`config.mk`:
```
export PLATFORM = sky130hd
export DESIGN_NAME = ctas_abort_selftest
export DESIGN_NICKNAME = d
export VERILOG_FILES = /design/src/rtl/ctas_pkg.sv /design/src/rtl/ctas_abort_selftest.sv
export VERILOG_INCLUDE_DIRS = /design/src /design/src/rtl
export SDC_FILE = /design/constraint.sdc
export NUM_CORES = 2
export LEC_CHECK = 0
export ABC_AREA = 0
export CORE_MARGIN = 2
export CORE_UTILIZATION = 45
export DETAILED_ROUTE_END_ITERATION = 10
export DONT_BUFFER_PORTS = 1
export GPL_TIMING_DRIVEN = 0
export RECOVER_POWER = 50
export SYNTH_ARGS = -nofsm -noshare
export SYNTH_HDL_FRONTEND = slang
export SYNTH_SLANG_ARGS = --single-unit
export TNS_END_PERCENT = 1
```
`constraint.sdc`:
```
create_clock -name clk_in -period 4.4 [get_ports clk_in]
set_input_delay 0.44 -clock clk_in [delete_from_list [all_inputs] [get_ports clk_in]]
set_output_delay 0.44 -clock clk_in [all_outputs]
set_load 0.005 [all_outputs]
```
`src/rtl/ctas_map.svh`:
```
`ifndef CTAS_MAP_SVH
`define CTAS_MAP_SVH
// Cancellation path codes.
`define CTAS_PATH_MESSAGE_BOX   2'h0
`define CTAS_PATH_MPFIFO   2'h1
`define CTAS_PATH_TXFIFO   2'h2
`define CTAS_PATH_TRANSMIT_QUEUE  2'h3
// Self test geometry defaults and data width.
`define CTAS_ST_PAGES      4
`define CTAS_ST_PAGE_CELLS 16
`define CTAS_ST_LAST_CELLS 8
`define CTAS_ST_WIDTH      32
`endif

```
`src/rtl/ctas_pkg.sv`:
```
package ctas_pkg;
    typedef enum logic [1:0] {
        CTAS_ST_IDLE,
        CTAS_ST_WRITE,
        CTAS_ST_CHECK
    } ctas_st_e;
endpackage

```
`src/rtl/ctas_abort_selftest.sv`:
```
`timescale 1ns/1ns
`default_nettype none
`include "ctas_map.svh"

// How it works
// When a requested cancellation has fully resolved, abort_irq_out pulses for one cycle.
// Message-box path with the wildcard cancels every requesting buffer, otherwise only the named buffer.
// Multi-purpose FIFO path needs a named FIFO; its buffer is cancelled and the FIFO is told to advance.
// Transmit FIFO path ignores the detail and cancels the front-most FIFO entry, then pops it.
// Each buffer shows a request flag and a complete flag that tell sent from withdrawn.
// Software treats the outcome as unknown in reset or sleep, or while the flags are not final.
// Internal-bus mode wires all channels together and holds the external transmit pins recessive.
// Internal-bus mode is entered only while global halt mode is active.
// The RAM self test walks page by page, clearing each cell and then walking a one through it.
// While the self test runs no channel may transmit and the pins stay recessive.
// The self test starts only in global halt mode and any mismatch is reported as a failure.
// After a self test software reconfigures all channels, storage and global settings.
// Software clears request flags of every used buffer before init mode or bus-off recovery.
// A buffer already on the bus is left to finish and reports sent; if it leaves the bus unsent it reports cancelled.
module ctas_abort_selftest #(
    parameter int NBUF  = 8,
    parameter int NFIFO = 2,
    parameter int NCH   = 2,
    parameter int BW    = 3,
    parameter int PAGES = `CTAS_ST_PAGES,
    parameter int CELLS = `CTAS_ST_PAGE_CELLS,
    parameter int LAST  = `CTAS_ST_LAST_CELLS,
    parameter int DW    = `CTAS_ST_WIDTH
) (
    input  wire logic             clk_in,
    input  wire logic             arst_n_in,
    input  wire logic             global_halt_mode_in,
    input  wire logic [NBUF-1:0]  tx_set_in,
    input  wire logic [NBUF-1:0]  tx_busy_in,
    input  wire logic [NBUF-1:0]  tx_sent_in,
    input  wire logic             abort_req_in,
    input  wire logic [1:0]       abort_path_in,
    input  wire logic             abort_any_in,
    input  wire logic [BW-1:0]    abort_detail_in,
    input  wire logic [NFIFO*BW-1:0] mpf_buf_in,
    input  wire logic [BW-1:0]    txf_front_in,
    input  wire logic             ibus_req_in,
    input  wire logic             ibus_exit_in,
    input  wire logic             selftest_start_in,
    input  wire logic [NCH-1:0]   ch_tx_in,
    input  wire logic [NCH-1:0]   can_rx_in,
    output logic [NBUF-1:0]       transmit_request_flag_out,
    output logic [NBUF-1:0]       transmit_complete_flag_out,
    output logic [NBUF-1:0]       outcome_cancelled_out,
    output logic                  abort_busy_out,
    output logic                  abort_irq_out,
    output logic                  abort_error_out,
    output logic [NFIFO-1:0]      mpf_advance_out,
    output logic                  txf_pop_out,
    output logic                  ibus_active_out,
    output logic                  tx_allow_out,
    output logic [NCH-1:0]        ch_rx_out,
    output logic [NCH-1:0]        can_tx_out,
    output logic                  selftest_busy_out,
    output logic                  selftest_fail_out
);

    ////////////////////////////////////////////////////////////////////////////
    // Abort target decode.

    localparam logic [NBUF-1:0] ONE = {{(NBUF-1){1'b0}}, 1'b1};

    logic [NBUF-1:0]  treq_q, done_q, cnl_q, pend_q, pend_d;
    logic             act_q, irq_q, err_q, pop_q;
    logic [NFIFO-1:0] adv_q, fsel_q;
    logic [1:0]       path_q;

    wire [BW-1:0]   mpf_buf  = mpf_buf_in[abort_detail_in*BW +: BW];
    wire            is_box   = abort_path_in == `CTAS_PATH_MESSAGE_BOX;
    wire            is_mpf   = abort_path_in == `CTAS_PATH_MPFIFO;
    wire            is_txf   = abort_path_in == `CTAS_PATH_TXFIFO;
    wire            bad_req  = (abort_path_in == `CTAS_PATH_TRANSMIT_QUEUE) || (is_mpf && abort_any_in)
                             || (is_mpf && 32'(abort_detail_in) >= NFIFO);
    wire            take     = abort_req_in && !act_q && !bad_req;
    wire [NBUF-1:0] tgt      = is_box ? (abort_any_in ? {NBUF{1'b1}} : ONE << abort_detail_in)
                             : is_mpf ? ONE << mpf_buf
                             : is_txf ? ONE << txf_front_in
                             : '0;
    wire [NBUF-1:0] hit      = take ? (tgt & treq_q) : '0;
    // A frame already on the bus cannot be recalled, so it is left to finish.
    wire [NBUF-1:0] late     = pend_q & ~tx_busy_in & ~tx_sent_in;
    wire [NBUF-1:0] cancel   = (hit & ~tx_busy_in) | late;
    wire            resolve  = act_q && (pend_d == '0);

    always_comb begin
        pend_d = (pend_q | (hit & tx_busy_in)) & tx_busy_in & ~tx_sent_in;
    end

    // New request clears the outcome; completion and cancel clear the request.
    always_ff @(posedge clk_in or negedge arst_n_in) begin
        if (!arst_n_in) begin
            treq_q <= '0;
            done_q <= '0;
            cnl_q  <= '0;
            pend_q <= '0;
        end else begin
            treq_q <= (treq_q & ~tx_sent_in & ~cancel) | tx_set_in;
            done_q <= (done_q & ~tx_set_in) | (tx_sent_in & treq_q);
            cnl_q  <= (cnl_q & ~tx_set_in) | (cancel & treq_q);
            pend_q <= pend_d;
        end
    end

    always_ff @(posedge clk_in or negedge arst_n_in) begin
        if (!arst_n_in) begin
            act_q  <= 1'b0;
            irq_q  <= 1'b0;
            err_q  <= 1'b0;
            pop_q  <= 1'b0;
            adv_q  <= '0;
            fsel_q <= '0;
            path_q <= `CTAS_PATH_MESSAGE_BOX;
        end else begin
            err_q <= abort_req_in && !act_q && bad_req;
            irq_q <= resolve;
            pop_q <= resolve && path_q == `CTAS_PATH_TXFIFO;
            adv_q <= (resolve && path_q == `CTAS_PATH_MPFIFO) ? fsel_q : '0;
            if (take) begin
                act_q  <= 1'b1;
                path_q <= abort_path_in;
                fsel_q <= NFIFO'(1) << abort_detail_in;
            end else if (resolve) begin
                act_q <= 1'b0;
            end
        end
    end

    assign transmit_request_flag_out  = treq_q;
    assign transmit_complete_flag_out = done_q;
    assign outcome_cancelled_out      = cnl_q;
    assign abort_busy_out             = act_q;
    assign abort_irq_out              = irq_q;
    assign abort_error_out            = err_q;
    assign mpf_advance_out            = adv_q;
    assign txf_pop_out                = pop_q;

    ////////////////////////////////////////////////////////////////////////////
    // Internal bus and pin routing.

    logic [NCH-1:0] rx_s1_q, rx_s2_q, rx_s3_q, rx_q;
    logic           ibus_q;

    always_ff @(posedge clk_in or negedge arst_n_in) begin
        if (!arst_n_in) begin
            rx_s1_q <= '1;
            rx_s2_q <= '1;
            rx_s3_q <= '1;
            rx_q    <= '1;
            ibus_q  <= 1'b0;
        end else begin
            rx_s1_q <= can_rx_in;
            rx_s2_q <= rx_s1_q;
            rx_s3_q <= rx_s2_q;
            rx_q    <= (rx_s2_q & rx_s3_q) | (rx_q & (rx_s2_q | rx_s3_q));
            if (ibus_exit_in)
                ibus_q <= 1'b0;
            else if (ibus_req_in && global_halt_mode_in)
                ibus_q <= 1'b1;
        end
    end

    logic st_run;
    // Dominant bits from any channel reach all channels, as on a wired-AND bus.
    wire ibus_level = &ch_tx_in;
    assign ch_rx_out       = ibus_q ? {NCH{ibus_level}} : rx_q;
    assign can_tx_out      = (ibus_q || st_run) ? '1 : ch_tx_in;
    assign tx_allow_out    = !st_run;
    assign ibus_active_out = ibus_q;

    ////////////////////////////////////////////////////////////////////////////
    // RAM self test.

    localparam int CELLS_ALL = (PAGES - 1) * CELLS + LAST;
    localparam int PW        = $clog2(PAGES + 1);
    localparam int CW        = $clog2(CELLS + 1);

    logic [DW-1:0]      mem [CELLS_ALL];
    ctas_pkg::ctas_st_e st_q;
    logic [PW-1:0]      page_q;
    logic [CW-1:0]      cell_q;
    logic [DW-1:0]      pat_q;
    logic               fail_q;

    wire [31:0] addr      = 32'(page_q) * 32'(CELLS) + 32'(cell_q);
    wire        last_page = 32'(page_q) == PAGES - 1;
    wire        last_cell = 32'(cell_q) == (last_page ? LAST : CELLS) - 1;
    wire        last_pat  = pat_q[DW-1];
    wire        mismatch  = mem[addr] != pat_q;
    assign st_run = st_q != ctas_pkg::CTAS_ST_IDLE;

    always_ff @(posedge clk_in) begin
        if (st_q == ctas_pkg::CTAS_ST_WRITE)
            mem[addr] <= pat_q;
    end

    // Each cell is cleared first, then a single one walks from bit 0 upward.
    always_ff @(posedge clk_in or negedge arst_n_in) begin
        if (!arst_n_in) begin
            st_q   <= ctas_pkg::CTAS_ST_IDLE;
            page_q <= '0;
            cell_q <= '0;
            pat_q  <= '0;
            fail_q <= 1'b0;
        end else begin
            unique case (st_q)
                ctas_pkg::CTAS_ST_IDLE: begin
                    if (selftest_start_in && global_halt_mode_in) begin
                        st_q   <= ctas_pkg::CTAS_ST_WRITE;
                        page_q <= '0;
                        cell_q <= '0;
                        pat_q  <= '0;
                        fail_q <= 1'b0;
                    end
                end
                ctas_pkg::CTAS_ST_WRITE: begin
                    st_q <= ctas_pkg::CTAS_ST_CHECK;
                end
                ctas_pkg::CTAS_ST_CHECK: begin
                    if (mismatch)
                        fail_q <= 1'b1;
                    st_q  <= ctas_pkg::CTAS_ST_WRITE;
                    pat_q <= (pat_q == '0) ? DW'(1) : pat_q << 1;
                    if (last_pat) begin
                        pat_q  <= '0;
                        cell_q <= last_cell ? '0 : cell_q + CW'(1);
                        if (last_cell) begin
                            page_q <= page_q + PW'(1);
                            if (last_page)
                                st_q <= ctas_pkg::CTAS_ST_IDLE;
                        end
                    end
                end
            endcase
        end
    end

    assign selftest_busy_out = st_run;
    assign selftest_fail_out = fail_q;
endmodule
`default_nettype wire

```
=== Word-level counts from Yosys, hierarchy flattened ===
Memory sizes are Yosys's and may differ from the RTL's.
Cells that the tools add are included.

* Logic and storage cells: 137
* Input port bits: 50
* Memories: 1
* Bits in writable memories: 1792
* Flip-flop bits (word level): 94
* Output and inout port bits: 38

* Mux-type cells: 35
* Order comparisons: 1
* $mul: 1
* Bitwise operators: 26
* Reductions and logical operators: 29
* Shifts and indexed selects: 5
* Add/sub/neg operators: 4
* Eq/ne operators: 14

{| class="wikitable"
|+ Memories
! name !! words !! bits a word !! read ports !! clocked after memory_dff !! wr ports !! line !! RTL
|-
| mem || 56 || 32 || 1 || 0 || 1 || ctas_abort_selftest.sv:182 || <nowiki>logic [DW-1:0] mem [CELLS_ALL];</nowiki>
|}

{| class="wikitable"
|+ Operator list
! operator !! number
|-
| 8-bit AND || 13
|-
| 32-bit 2-to-1 mux || 3
|-
| 32-bit one-hot mux with 2 select lines || 1
|-
| 8-bit 2-to-1 mux || 5
|-
| 8-bit bitwise OR || 5
|-
| 5-bit by 32-bit == test with 1-bit output || 1
|-
| 32-bit logical NOT || 1
|-
| 32-bit inequality test || 1
|-
| 8-bit inverter || 4
|-
| 1-bit by 3-bit left shift with 8-bit output (first input constant) || 3
|-
| 5-bit 2-to-1 mux || 4
|-
| 1-bit 2-to-1 mux || 11
|-
| 1-bit logical AND || 10
|-
| 5-bit one-hot mux with 2 select lines || 1
|-
| 3-bit 2-to-1 mux || 3
|-
| 2-bit == test (second input constant) || 4
|-
| 8-bit logical NOT || 1
|-
| 2-bit 2-to-1 mux || 4
|-
| 2-bit inequality test (second input constant) || 4
|-
| 2-bit nonzero test || 4
|-
| 6-bit by 5-bit adder with 6-bit output || 1
|-
| 2-bit by 1-bit == test with 1-bit output (second input constant) || 3
|-
| 2-bit one-hot mux with 3 select lines || 1
|-
| 3-bit one-hot mux with 2 select lines || 1
|-
| 17 further kinds || 26
|}

=== Longest topological paths before layout ===
* Word-level depth: 15
* Mapped depth: 15
* Mapped depth without buffers: 10

=== Worst setup path before layout ===
Ideal clock, no wire load.

* Path kind: register -> register
* From: reg cell_q[0]
* To: mem mem[47][0] in the netlist's numbering (enable)
* Path buffers: 6
* Stages on the path, launching flop included: 10
* Data required time: 3.979 ns
* Arrival time: 3.269 ns
* Setup slack: 0.710 ns
* Clock period less this slack: 3.690 ns
* Setup time: 0.421 ns
* Cells stage by stage: dfrtp_1 -> buf_6 -> buf_6 -> buf_6 -> buf_4 -> buf_4 -> buf_2 -> and2_1 -> nand2_1 -> nor2_1

* Longest elaborated chain between the ends: 1

{| class="wikitable"
|+ RTL lines
! what !! line !! RTL
|-
| start: declaration || ctas_abort_selftest.sv:185 || <nowiki>logic [CW-1:0] cell_q;</nowiki>
|-
| start signal: assignment || ctas_abort_selftest.sv:230 || <nowiki>cell_q <= last_cell ? '0 : cell_q + CW'(1);</nowiki>
|-
| 6-bit by 5-bit adder with 6-bit output || ctas_abort_selftest.sv:189 || <nowiki>wire [31:0] addr = 32'(page_q) * 32'(CELLS) + 32'(cell_q);</nowiki>
|-
| end: declaration || ctas_abort_selftest.sv:182 ||
|}

Every way passes these cells.

=== Final worst setup path ===
* From: reg page_q[0]
* To: reg fail_q (netlist: selftest_fail_out)

* Longest elaborated chain between the ends: 5

{| class="wikitable"
|+ RTL lines
! what !! line !! RTL
|-
| start: declaration || ctas_abort_selftest.sv:184 || <nowiki>logic [PW-1:0] page_q;</nowiki>
|-
| start signal: assignment || ctas_abort_selftest.sv:232 || <nowiki>page_q <= page_q + PW'(1);</nowiki>
|-
| 6-bit by 5-bit adder with 6-bit output || ctas_abort_selftest.sv:189 ||
|-
| memory 56 x 32 bit || -- ||
|-
| 32-bit inequality test || ctas_abort_selftest.sv:193 || <nowiki>wire mismatch = mem[addr] != pat_q;</nowiki>
|-
| 2-bit inequality test (no source line) || -- ||
|-
| 3-bit AND reduction (no source line) || -- ||
|-
| end signal: assignment || ctas_abort_selftest.sv:208 || <nowiki>fail_q <= 1'b0;</nowiki>
|-
| end signal: assignment || ctas_abort_selftest.sv:217 || <nowiki>fail_q <= 1'b0;</nowiki>
|-
| end signal: assignment || ctas_abort_selftest.sv:225 || <nowiki>fail_q <= 1'b1;</nowiki>
|-
| end: declaration || ctas_abort_selftest.sv:187 || <nowiki>logic fail_q;</nowiki>
|}

Every way passes these cells.
A chain may end at the register's enable or synchronous reset.

==> flow_summary.toml <==
[clocking]
cts-root-buf = "clkbuf_16"
clock_path_buffers = 3
cts_buffers = 187
path_clk_slew_ns = 0.06
cts_sinks = 1886
h-tree-depth = 4
worst_skew_pair.late_latency_ns = 0.83
cts_tree = "done"

[power]
power_density_nw_per_um2 = 423
leakagePower_nw = 29.0
vdd_drop_max_mv = 0.365

[synth]
ys_types = 71
synthSimpleGateAreaFrac_pct = 2.58
synth_seq_cells = 1886
ys_seq_area_share_pct = 77.2
synth_area_um2 = 72700
syn_avg_cell_area_um2 = 21.1
synth-xor-area-share_pct = 0.337
synthMuxAreaShare_pct = 14.3
synth_edf_count = 1792
synth_top_family_by_area = "multiplexers"
synth-adder-area-share_pct = 0.0963
ys.flop_type = "edfxtp_1"
synth_cells = 3445
synth_compound_area_share_pct = 3.78
yosysWarnings = 0
async_reset_ff_share_pct = 4.98
synth_nets = 3499

[place]
gp_congestion = 0.880
io_buffer_count = 0
dp_slack_ns = -2.38
placed_area_um2 = 78900
dp_hpwl_um = 161000

[setup_path]
end_kind = "flop"
cp.required_ns = 5.07
cp-start-kind = "flop"
r2r-start = "page_q[0]"
worstSetupStartpoint = "page_q[0]"
crit_type = "reg2reg"
worstPathArrival_ns = 5.26
cp-endpoint = "selftest_fail_out"
reg2reg_depth = 11
worstPathMaxFanout = 10
ff2ff_setup_slack_ns = -0.19
r2r-end = "selftest_fail_out"

[cells_and_area]
drive_gt1_share_pct = 26.4
num-fill-cells = 12200
multi_input_area_um2 = 16000
area_growth_pct = 17.4
fin_area_um2 = 85400
seq_area_um2 = 56200
nets = 3878

[global_route]
antenna_found_initial = 7
grt_pass1_wl_um = 333000
grt_overflow_total = 0
grt_max_degree = 95
grt_pass1_vias = 38600
grtUsageTotal_pct = 30.2

[die]
core_area_um2 = 161000
dieHeight_um = 406
die_area_um2 = 165000
dieWidth_um = 406
row_count = 147
start_util_pct = 45.3
io_pins = 88

[timing]
fin_worst_skew_ns = 0.0332
maxSlewViolCount = 1099
worst_pin_slew_ns = 2.75
finalSetupTns_ns = -2.28
period_minus_slack_ns = 4.59
relSlewSlack_pct = -83.4
rsz0062_at_grt = "true"
setup_ws_ns = -0.189
setup_violations = 49
period_share_pct = 104
fmax_mhz = 218
hold_viol = 0

[route]
wl_um = 248000
drt_first_pass_iters = 6
ant_nets = 0
drt_iter0_markers = 6688
vias = 40500
route.detailed.drc = 0
routedWlPerCell_um = 40.4
via_per_inst = 6.59

[job]
max_cap_viol_count = 21

[status]
failed_checks = "capacitance limit, slew limit, setup timing"
status = "finished with violations"

[min_path]
hp-class = "in2reg"
==> layout make-up <==
class	instances	share of cell area, %
repair buffers	192	3.60
clock buffers	247	5.96
multi-input cells	1336	18.8
clock inverters	99	1.09
plain buffers	173	1.39
flip-flops and latches	1886	65.8
well taps	2160	3.17
diodes	1	0.00293
inverters	48	0.211
==> cell usage after synthesis (8+ instances only) <==
library cell	count	area [um^2]
o21ai_0	29	145
o32ai_1	9	78.8
nor3_1	23	115
edfxtp_1	1792	53800
a32oi_1	14	123
buf_4	22	165
o211ai_1	8	60.1
nand4_1	23	144
nor2b_1	10	62.6
a221oi_1	13	114
xor2_1	16	140
buf_2	36	180
inv_1	47	176
mux2i_1	161	1610
dfstp_2	8	210
buf_1	15	56.3
a22oi_1	127	953
a21oi_1	36	180
mux4_2	388	8740
nor4_1	17	106
buf_6	29	327
a22o_1	53	464
nor2_1	101	379
o22ai_1	17	106
xnor2_1	12	105
dfrtp_1	86	2150
nand3_1	49	245
clkbuf_1	70	263
nand2b_1	12	75.1
nand2_1	98	368
o31ai_1	13	97.6
==> state kept, by name (all words and copies together) (netlist names), 2 cells and up <==
| signal | count |
|---|---|
| transmit_request_flag_out | 8 |
| rx_s2_q | 2 |
| pat_q | 32 |
| transmit_complete_flag_out | 8 |
| outcome_cancelled_out | 8 |
| mem | 1792 |
| pend_q | 8 |
| st_q | 2 |
| rx_s3_q | 2 |
| path_q | 2 |
| mpf_advance_out | 2 |
| cell_q | 5 |
| page_q | 3 |
| rx_s1_q | 2 |
| rx_q | 2 |
| fsel_q | 2 |
==> cell usage in the layout (no fill, tap or decap), types with 29 or more instances in the layout <==
master / n
a22oi_1: 124
nand3_1: 47
inv_1: 47
clkbuf_1: 94
nand2_1: 92
clkbuf_2: 34
clkinv_2: 38
clkbuf_16: 192
nor2_1: 41
a21oi_1: 36
buf_4: 29
dlygate4sd3_1: 48
clkinv_1: 31
buf_2: 37
dfrtp_1: 74
edfxtp_1: 1792
buf_12: 89
mux4_2: 388
buf_6: 38
nor2_4: 57
mux2i_1: 161
a22o_1: 53
==> stage by stage <==
step	hold slack, ns	power, mW	instances	util, %
2_1_floorplan	0.144	20.3	3445	-
3_5_place_dp	0.146	20.6	5744	49.1
5_1_grt	0.0514	36.9	6141	53.2
3_3_place_gp	0.146	20.6	5605	47.0
6_report	0.0544	36.1	6142	53.2
4_1_cts	0.0165	36.2	6139	53.3
==> logic make-up (layout without fill, tap and decap cells) <==
family,after synthesis,count (layout)
adder cells (fa/ha/maj),6,6
AND/OR/NAND/NOR,383,383
multiplexers,553,553
flip-flops,1886,1886
buffers and inverters,223,759
XOR/XNOR,28,28
other,0,1
AO/OA/AOI/OAI,366,366
==> where the power goes <==
part	switching, mW	leakage (nW)	internal [mW]
Sequential	0.0310	19.6	19.4
Clock	6.90	2.95	8.93
Combinational	0.555	6.43	0.311
==> worst max-delay path, cell delays in order, from the launching register on <==
cell	delay, ns
dfrtp_1	0.41
ha_1	0.35
xnor2_4	0.44
buf_2	0.36
nand3_1	0.17
clkbuf_2	0.49
clkbuf_2	0.51
o21ai_1	0.56
nor3_1	0.14
xnor2_1	0.24
a2111oi_2	0.54
a41oi_1	0.20
==> metal layers <==
metal,share of wire (%),GRT usage [%],vias up
met2,45,44.8,3035
li1,-,-,15200
met3,13,7.91,561
met1,37,42.2,21600
met4,5.2,13.6,2
met5,0.0040,0,-
==> worst min-delay path by stage <==
stage / slack, ns / depth (start not counted) / startpoint / end
6_report: 0.05 / 3 / global_halt_mode_in / selftest_fail_out
4_1_cts: 0.02 / 4 / txf_front_in[2] / outcome_cancelled_out[2]
2_1_floorplan: 0.14 / 0 / arst_n_in / abort_busy_out
3_3_place_gp: 0.15 / 0 / arst_n_in / transmit_complete_flag_out[7]
5_1_grt: 0.05 / 3 / global_halt_mode_in / selftest_fail_out
3_5_place_dp: 0.15 / 0 / arst_n_in / transmit_complete_flag_out[7]
==> what timing repair did <==
item,CTS,global route
setup buffers,2,2
pin swaps,7,3
setup endpoints to repair,940,304
endpoints found under the hold margin,133,0
hold buffers,49,0
gates resized for setup,82,86
(Power assumes the default switching activity.)
